===== config.mk =====
export PLATFORM = sky130hd
export DESIGN_NAME = crc_snoop
export DESIGN_NICKNAME = d
export VERILOG_FILES = /design/src/include/crc_snoop_pkg.sv /design/src/hw/crc_snoop.sv
export SDC_FILE = /design/constraint.sdc
export NUM_CORES = 1
export LEC_CHECK = 0
export ABC_AREA = 1
export CAP_MARGIN = 20
export CORE_ASPECT_RATIO = 1.1
export CORE_MARGIN = 2
export CORE_UTILIZATION = 40
export CTS_CLUSTER_DIAMETER = 80
export DETAILED_ROUTE_END_ITERATION = 8
export DONT_BUFFER_PORTS = 1
export GPL_ROUTABILITY_DRIVEN = 0
export GPL_TIMING_DRIVEN = 0
export PLACE_DENSITY = 0.64
export SYNTH_ARGS = -nofsm -noshare
export SYNTH_HDL_FRONTEND = slang
export SYNTH_SLANG_ARGS = --single-unit

===== constraint.sdc =====
create_clock -name ref_clk_i -period 1.26 [get_ports ref_clk_i]
set_input_delay 0.063 -clock ref_clk_i [delete_from_list [all_inputs] [get_ports ref_clk_i]]
set_output_delay 0.063 -clock ref_clk_i [all_outputs]
set_load 0.02 [all_outputs]

===== src/include/crc_snoop_pkg.sv =====
// Constants and carrier types for the snooping CRC unit
package crc_snoop_pkg;
  localparam int          ADDR_W        = 10;
  localparam logic [15:0] RESULT_RESET  = 16'h0000;
  localparam logic [15:0] POLY_CCITT    = 16'h1021;
  localparam logic [15:0] POLY_CRC16    = 16'h8005;
  localparam int          UPDATE_CYCLES = 2;
  localparam int          RD_EN_BIT     = ADDR_W + 1;
  localparam int          WR_EN_BIT     = ADDR_W;

  // One observed peripheral bus transfer
  typedef struct packed {
    logic              valid;
    logic              write;
    logic              word;
    logic [ADDR_W-1:0] addr;
    logic [15:0]       data;
  } bus_obs_t;

  // Byte waiting to be folded into the checksum
  typedef struct packed {
    logic       busy;
    logic [7:0] data;
  } pend_t;
endpackage


===== src/hw/crc_snoop.sv =====
// Sixteen-bit CRC unit with passive peripheral bus snoop
`timescale 1ns/10ps
`default_nettype none

// Pipeline in brief:
//   edge 1: an explicit byte or a snooped byte is captured into the input
//           byte register and marked pending.
//   edge 2: the pending byte is folded into the result through eight
//           single-bit steps, all in one cycle.
// A seed write in the same cycle as a fold wins; the pending byte is lost.
// An explicit byte write wins over a snoop hit in the same cycle, so the
// snooped byte is lost in that case; software must not mix both sources.
// The bus is only observed: nothing here can stall or change a transfer.
// Bit order and polynomial are levels read at fold time, so they must not
// change while a byte is pending.

// What this block does
// - Polynomial choice: CCITT x16+x12+x5+1 or CRC-16 x16+x15+x2+1.
// - Sixteen-bit checksum, updated with exactly one byte each time.
// - Software seeds the result, then each input byte updates it.
// - Update for one byte finishes within two machine cycles.
// - Top two target bits separately enable read and write snooping.
// - Write snoop on target address captures written byte, then updates.
// - Read snoop on target address captures returned byte, then updates.
// - Word cycles snoop only the target byte lane, other byte ignored.
// - Snoop targets limited to USB, UART and serial sound registers; the decode matches any bus address.
module crc_snoop
  import crc_snoop_pkg::*;
(
  // Clock and reset
  input  wire logic              ref_clk_i,
  input  wire logic              rst_n_i,
  // Configuration
  input  wire logic              poly_crc16_i,
  input  wire logic              msb_first_i,
  input  wire logic [ADDR_W+1:0] snoop_target_address_i,
  // Seed and explicit input
  input  wire logic              seed_we_i,
  input  wire logic [15:0]       seed_i,
  input  wire logic              byte_we_i,
  input  wire logic [7:0]        byte_i,
  // Observed bus traffic
  input  wire bus_obs_t          bus_i,
  // Status
  output logic [15:0]            checksum_result_o,
  output logic [7:0]             checksum_input_byte_o,
  output logic                   busy_o
);
  // Synchronised reset
  logic        rst_s1;
  logic        rst_n;

  // Result, captured byte and pending fold
  logic [15:0] crc;
  logic [15:0] next_crc;
  logic [7:0]  in_byte;
  logic [7:0]  next_in_byte;
  pend_t       pend;
  pend_t       next_pend;

  // Snoop decode results
  logic        dir_enable;
  logic        lane_low;
  logic        lane_high;
  logic        snoop_hit;
  logic [7:0]  snoop_byte;

  // Polynomial and its bit-reversed copy
  logic [15:0] poly;
  logic [15:0] poly_rev;

  // Per-bit CRC chains, one per shift direction
  logic [15:0] chain_msb [0:8];
  logic [15:0] chain_lsb [0:8];
  logic [15:0] fold_crc;

  // Reset release through two flops
  always_ff @(posedge ref_clk_i or negedge rst_n_i) begin
    if (!rst_n_i) begin
      rst_s1 <= 1'b0;
      rst_n  <= 1'b0;
    end else begin
      rst_s1 <= 1'b1;
      rst_n  <= rst_s1;
    end
  end

  // Generator polynomial select
  assign poly = poly_crc16_i ? POLY_CRC16 : POLY_CCITT;

  // Reflected polynomial for LSB-first shifting
  for (genvar k = 0; k < 16; k++) begin : g_rev
    assign poly_rev[k] = poly[15-k];
  end

  // Eight single-bit steps fold one byte in one cycle
  assign chain_msb[0] = crc;
  assign chain_lsb[0] = crc;
  for (genvar b = 0; b < 8; b++) begin : g_step
    logic fb_msb;
    logic fb_lsb;
    assign fb_msb         = chain_msb[b][15] ^ pend.data[7-b];
    assign fb_lsb         = chain_lsb[b][0] ^ pend.data[b];
    assign chain_msb[b+1] = {chain_msb[b][14:0], 1'b0} ^ (fb_msb ? poly : 16'h0000);
    assign chain_lsb[b+1] = {1'b0, chain_lsb[b][15:1]} ^ (fb_lsb ? poly_rev : 16'h0000);
  end

  // Bit order pick; both chains always run
  assign fold_crc = msb_first_i ? chain_msb[8] : chain_lsb[8];

  // Direction enable from the two top target bits
  always_comb begin
    dir_enable = 1'b0;
    if (bus_i.write) begin
      dir_enable = snoop_target_address_i[WR_EN_BIT];
    end else begin
      dir_enable = snoop_target_address_i[RD_EN_BIT];
    end
  end

  // Lane match: low byte at addr, high byte at addr+1 on word cycles
  // Any bus address is decoded; targets outside the peripheral window are software misuse
  always_comb begin
    lane_low  = 1'b0;
    lane_high = 1'b0;
    if (bus_i.addr == snoop_target_address_i[ADDR_W-1:0]) begin
      lane_low = 1'b1;
    end else if (bus_i.word && (bus_i.addr + ADDR_W'(1)) == snoop_target_address_i[ADDR_W-1:0]) begin
      lane_high = 1'b1;
    end
  end

  // Snoop capture: passive observation only, bus never driven
  always_comb begin
    snoop_hit  = 1'b0;
    snoop_byte = 8'h00;
    if (bus_i.valid && dir_enable) begin
      if (lane_low) begin
        snoop_hit  = 1'b1;
        snoop_byte = bus_i.data[7:0];
      end else if (lane_high) begin
        snoop_hit  = 1'b1;
        snoop_byte = bus_i.data[15:8];
      end
    end
  end

  // Next state: capture byte, fold one cycle later
  always_comb begin
    next_crc     = crc;
    next_in_byte = in_byte;
    next_pend    = '{busy: 1'b0, data: pend.data};
    if (pend.busy) begin
      next_crc = fold_crc;
    end
    if (seed_we_i) begin
      next_crc = seed_i;
    end
    if (byte_we_i) begin
      next_in_byte = byte_i;
      next_pend    = '{busy: 1'b1, data: byte_i};
    end else if (snoop_hit) begin
      next_in_byte = snoop_byte;
      next_pend    = '{busy: 1'b1, data: snoop_byte};
    end
  end

  // State registers
  always_ff @(posedge ref_clk_i or negedge rst_n) begin
    if (!rst_n) begin
      crc     <= RESULT_RESET;
      in_byte <= 8'h00;
      pend    <= '{busy: 1'b0, data: 8'h00};
    end else begin
      crc     <= next_crc;
      in_byte <= next_in_byte;
      pend    <= next_pend;
    end
  end

  // Outputs straight from registers
  assign checksum_result_o     = crc;
  assign checksum_input_byte_o = in_byte;
  assign busy_o                = pend.busy;
endmodule
`default_nettype wire


# Word level (Yosys, flattened, before mapping)
# Cells that the tools add are included.
# op_classes
bitwise_logic	32
n_mux	34
reduce_logical	4
eq_ne	2
addsub	1
# op_table
cell	count
$mux 16	20
$xor 15x16->16	8
$xor 16x16->16	8
$mux 8	5
$eq 10x10->1	2
$mux 9	2
$xor 1x1->1	16
$add 10x1->10 const B	1
$mux 1	7
$reduce_bool 2->1	2
$logic_and 1x1->1	2
# word_totals
out_inout_bits	25
reg_bits	35

# Longest topological paths before layout
# logic_depth
depth_word	27
depth_mapped	28
ltp_nobuf	28

# Worst setup path before layout
# Ideal clock, no wire load.
# synth_path
path_type	register -> register
start	register crc[1], in the netlist checksum_result_o[1]
end	register crc[3], in the netlist checksum_result_o[3]
path_slack_ns	-1.227
setup_time_ns	0.117
synth_period_minus_slack_ns	2.487
path_stages_with_launch	25
required_ns	1.143
arrival_time_ns	2.371
path_cell_list	dfrtp_1 > inv_1 > nand2_1 > nand2_1 > inv_1 > nand2_2 > nand4_1 > nand2_2 > nand2_2 > nand2_4 > nand3_4 > nand2_2 > nand2_4 > nand3_4 > nand3_1 > nand3_2 > nand3_2 > nand3_4 > nand3_4 > nand3_2 > nand2_1 > nand3_1 > nand2_1 > nand2_1 > nand2_1
# synth_between
elab_chain_len	25
# synth_lines
item	line	source
start, declared	crc_snoop.sv:54	logic [15:0] crc;
start signal, assigned	crc_snoop.sv:175	crc <= next_crc;
$xor 15x16->16 (*)	crc_snoop.sv:105	assign chain_lsb[b+1] = {1'b0, chain_lsb[b][15:1]} ^ (fb_lsb ? poly_rev : 16'h0000);
$xor 1x1->1 (*)	crc_snoop.sv:103	assign fb_lsb = chain_lsb[b][0] ^ pend.data[b];
$mux 16 (*)	crc_snoop.sv:105	
$xor 15x16->16 (*)	crc_snoop.sv:105	
$xor 1x1->1	crc_snoop.sv:103	
$mux 16	crc_snoop.sv:105	
$xor 15x16->16 (*)	crc_snoop.sv:105	
$xor 1x1->1	crc_snoop.sv:103	
[9 not listed]	n/a	
$mux 16	crc_snoop.sv:105	
$xor 15x16->16 (*)	crc_snoop.sv:105	
$xor 1x1->1	crc_snoop.sv:103	
$mux 16	crc_snoop.sv:105	
$xor 15x16->16 (*)	crc_snoop.sv:105	
$mux 16 (*)	crc_snoop.sv:109	assign fold_crc = msb_first_i ? chain_msb[8] : chain_lsb[8];
$mux 16 (*)	crc_snoop.sv:153	if (pend.busy) begin
$mux 16 (*)	crc_snoop.sv:156	if (seed_we_i) begin
# Mark *: on every way between the ends. The rest lies on a longest branch, timed or not. The select of a mux whose other input is x is not followed.
# A chain may end at the register's enable or synchronous reset.

# Worst setup path in the final report
# layout_path
start	register crc[14], in the netlist checksum_result_o[14]
end	register crc[3], in the netlist checksum_result_o[3]
# layout_between
elab_chain_len	25
# layout_lines
item	line	source
$xor 16x16->16 (*)	crc_snoop.sv:104	assign chain_msb[b+1] = {chain_msb[b][14:0], 1'b0} ^ (fb_msb ? poly : 16'h0000);
$xor 1x1->1 (*)	crc_snoop.sv:102	assign fb_msb = chain_msb[b][15] ^ pend.data[7-b];
$mux 16 (*)	crc_snoop.sv:104	
$xor 16x16->16 (*)	crc_snoop.sv:104	
$xor 1x1->1	crc_snoop.sv:102	
$mux 16	crc_snoop.sv:104	
$xor 16x16->16 (*)	crc_snoop.sv:104	
$xor 1x1->1	crc_snoop.sv:102	
[9 not listed]	n/a	
$mux 16	crc_snoop.sv:104	
$xor 16x16->16 (*)	crc_snoop.sv:104	
$xor 1x1->1	crc_snoop.sv:102	
$mux 16	crc_snoop.sv:104	
$xor 16x16->16 (*)	crc_snoop.sv:104	
$mux 16 (*)	crc_snoop.sv:109	
$mux 16 (*)	crc_snoop.sv:153	
$mux 16 (*)	crc_snoop.sv:156	
# Marks and branches as above.

==> results.json <==
{
  "ys.flop_type": "dfrtp_1",
  "arrival_ps": 3210,
  "grt_max_degree": 24,
  "clockRootBuffer": "clkbuf_8",
  "synthCells": 498,
  "core_region_area_sq_um": 8320,
  "port_buffers": 0,
  "use_met2": 0.462,
  "syn2layout_area_growth_pct": 53.4,
  "crit_path_start_kind": "flip-flop",
  "yosysMostFrequentCell": "nand2_1",
  "p_seq_frac": 0.247,
  "hold_slack_ps": -19.0,
  "fin_crit_ps": 3010,
  "pin_count": 96,
  "fin_crit_sh": 2.39,
  "tns_ps": -31710,
  "final.setup_skew_ps": 12.5,
  "drive_gt1_frac": 0.420,
  "ys_types": 32,
  "cts_buffers": 5,
  "grt_pass1_wl_um": 19300,
  "leakage_nw": 2.57,
  "grt_overflow": 0,
  "slew_headroom": 0.546,
  "finalWirelength_um": 13600,
  "placed_cell_area_sq_um": 3660,
  "rows": 35,
  "drtIter0Drc": 308,
  "setup_viol": 33,
  "nets": 692,
  "peakVddDrop_v": 0.000600,
  "worstMarginPinSlew_ps": 682,
  "crit_path_max_fanout": 6,
  "postSynthAreaPerCell_sq_um": 6.82,
  "netSwitchingPower_w": 0.00320,
  "clkTransAtPathRegs_ps": 80,
  "clockBufferDepth": 2,
  "synth_area_leaders": "dfrtp_1, nand2_1, xor2_1, inv_1, nand3_1",
  "fillers": 665,
  "htreeDepth": 2,
  "utilization": 0.626,
  "fmax_ghz": 0.332,
  "cts_tree": "yes",
  "hold_violations": 3,
  "synthArstFlopShare": 1.00,
  "clock_latency_ps": 310,
  "synthTopCellsByCount": "nand2_1, inv_1, nand3_1",
  "grt-busiest-layer": "met2",
  "met1_usage": 0.286,
  "netSwitchingFraction": 0.466,
  "die_area_sq_um": 9240,
  "power.density_nw_per_um2": 1320,
  "p_comb_frac": 0.601,
  "ant_nets": 0,
  "cap_violations": 0,
  "timing.final.ws_setup_ps": -1750,
  "die-width_um": 91.8,
  "yosysWarnings": 0,
  "antenna_cells": 0,
  "grt_pass1_vias": 4017,
  "grt_antenna_before_repair": 0,
  "yosysTopAreaCellShare": 0.258,
  "wl_per_cell_um": 18.6,
  "place_ws_ps": -1690,
  "power.internal_w": 0.00367,
  "drt_pass1_iterations": 5,
  "initial_core_util": 0.408,
  "ys_ff_latch": 35,
  "crit_path_end_kind": "flip-flop",
  "hpwl_um": 7970,
  "slew_violations": 0,
  "design_area_sq_um": 5210,
  "grtUsageMet3": 0.0561,
  "clock-sinks": 35,
  "worstSetupPathType": "flip-flop to flip-flop",
  "synth_enable_flop_cells": 0,
  "vias": 4149,
  "clkPwrFrac": 0.152,
  "synth_area_sq_um": 3390,
  "yosysTopAreaCell": "dfrtp_1",
  "grt_usage": 0.262,
  "via_per_inst": 5.67,
  "syn_nets": 570,
  "crit_required_ps": 1460,
  "ys_seq_area_frac": 0.258,
  "violations": "hold timing, setup timing",
  "outcome": "finished with violations",
  "drcViolationCount": 0,
  "hold_path.class": "input pin to flip-flop",
  "rsz0062_at_grt": "true",
  "fp.dieH_um": 101
}
## through the flow
stage / std cells / total power, W
2_1_floorplan: 498 / 0.00347
3_3_place_gp: 609 / 0.00390
3_5_place_dp: 610 / 0.00397
4_1_cts: 706 / 0.00586
5_1_grt: 732 / 0.00720
6_report: 732 / 0.00687
## routing by layer
layer / wire (um) / share of wire / up-vias
met1: 4670 / 0.34 / 1910
met4: 860 / 0.063 / 0
met2: 6960 / 0.51 / 282
met3: 1120 / 0.082 / 91
met5: 0 / 0 / -
li1: - / - / 1866
## final timing paths
path / startpoint / to / slack (ps) / depth (start not counted)
max in group asynchronous: rst_n$_DFF_PN0_ / pend[0]$_DFFE_PN0P_ / 500 / 1
hold reg to reg: rst_n$_DFF_PN0_ / checksum_result_o[3]$_DFFE_PN0P_ / 220 / 0
min in group asynchronous: rst_n$_DFF_PN0_ / checksum_result_o[3]$_DFFE_PN0P_ / 220 / 0
hold / removal: seed_we_i / checksum_result_o[8]$_DFFE_PN0P_ / -20 / 3
setup / recovery: checksum_result_o[14]$_DFFE_PN0P_ / checksum_result_o[3]$_DFFE_PN0P_ / -1750 / 25
setup reg to reg: checksum_result_o[14]$_DFFE_PN0P_ / checksum_result_o[3]$_DFFE_PN0P_ / -1750 / 25
## registers in the layout, summed over array words and instances, names as in the netlist
register	flops
pend	8
checksum_input_byte_o	8
checksum_result_o	16
rst_s1	1
busy_o	1
rst_n	1
## cell type report
type / instances / area (sq um) / share of cell area
clock buffer: 5 / 68.8 / 0.0132
tap: 111 / 139 / 0.0267
inverter: 74 / 280 / 0.0538
clock inverter: 3 / 43.8 / 0.00841
buffer: 15 / 108 / 0.0207
multi-input combinational: 374 / 2740 / 0.526
sequential: 35 / 886 / 0.170
timing repair buffer: 115 / 945 / 0.181
## cells by family after synthesis
| group | share of synthesized area |
|---|---|
| flops | 0.258 |
| buf+inv | 0.113 |
| xor+xnor | 0.113 |
| simple gates | 0.393 |
| fa+ha+maj | 0.00369 |
| other cells | 0.00110 |
| compound gates | 0.118 |
## placed cells by master (no fill, tap or decap), types with 2 or more instances in the layout
cell           count
buf_6              9
dfrtp_2            8
xnor2_1            7
a21oi_1           15
inv_1             55
nor2_4             2
o22ai_1            9
nor2_1            27
nand3_4           25
buf_4             95
a21oi_2            5
dlygate4sd3_1     14
nand2_4           22
xnor2_2            4
nand2_8            3
o21ai_2            4
o21ai_1            9
clkbuf_8           6
nand2_1          102
clkbuf_1           7
nand2_2           27
nor2_2             2
a22o_1             8
o211ai_1           3
inv_2             18
a22oi_1            4
nand4_1           14
nand3_1           23
nand3_2           16
dfrtp_1           27
o21ai_0            3
xor2_1            30
## repair_timing
action / in CTS / in global routing
hold endpoints to repair: 13 / 0
pin swaps: 38 / 46
gates resized for setup: 50 / 84
setup buffers: 76 / 26
hold buffers: 14 / 0
setup endpoints to repair: 33 / 33
## worst max-delay path, stage by stage, from the launching register on
cell and delay, ps:
dfrtp_2 540, inv_4 90, nand2_4 80, nand2_4 60
nand2_4 100, nand4_1 190, nand2_4 170, nand3_4 90
nand3_4 130, nand2_4 60, nand2_4 80, nand3_4 90
nand2_2 90, nand2_2 70, nand3_4 140, nand2_4 60
nand2_4 80, nand3_4 100, buf_4 160, xor2_1 140
nand2_1 70, nand2_1 80, inv_1 80, nand2_1 50
nand2_1 50, nand2_1 50
## power by group through the flow
stage | registers, W | clock network [W] | logic, W
2_1_floorplan | 0.00160 | 0 | 0.00186
5_1_grt | 0.00171 | 0.00111 | 0.00438
3_5_place_dp | 0.00168 | 0 | 0.00229
4_1_cts | 0.00167 | 0.00104 | 0.00315
6_report | 0.00169 | 0.00105 | 0.00413
3_3_place_gp | 0.00169 | 0 | 0.00221
Power figures use the tool's default switching activity.
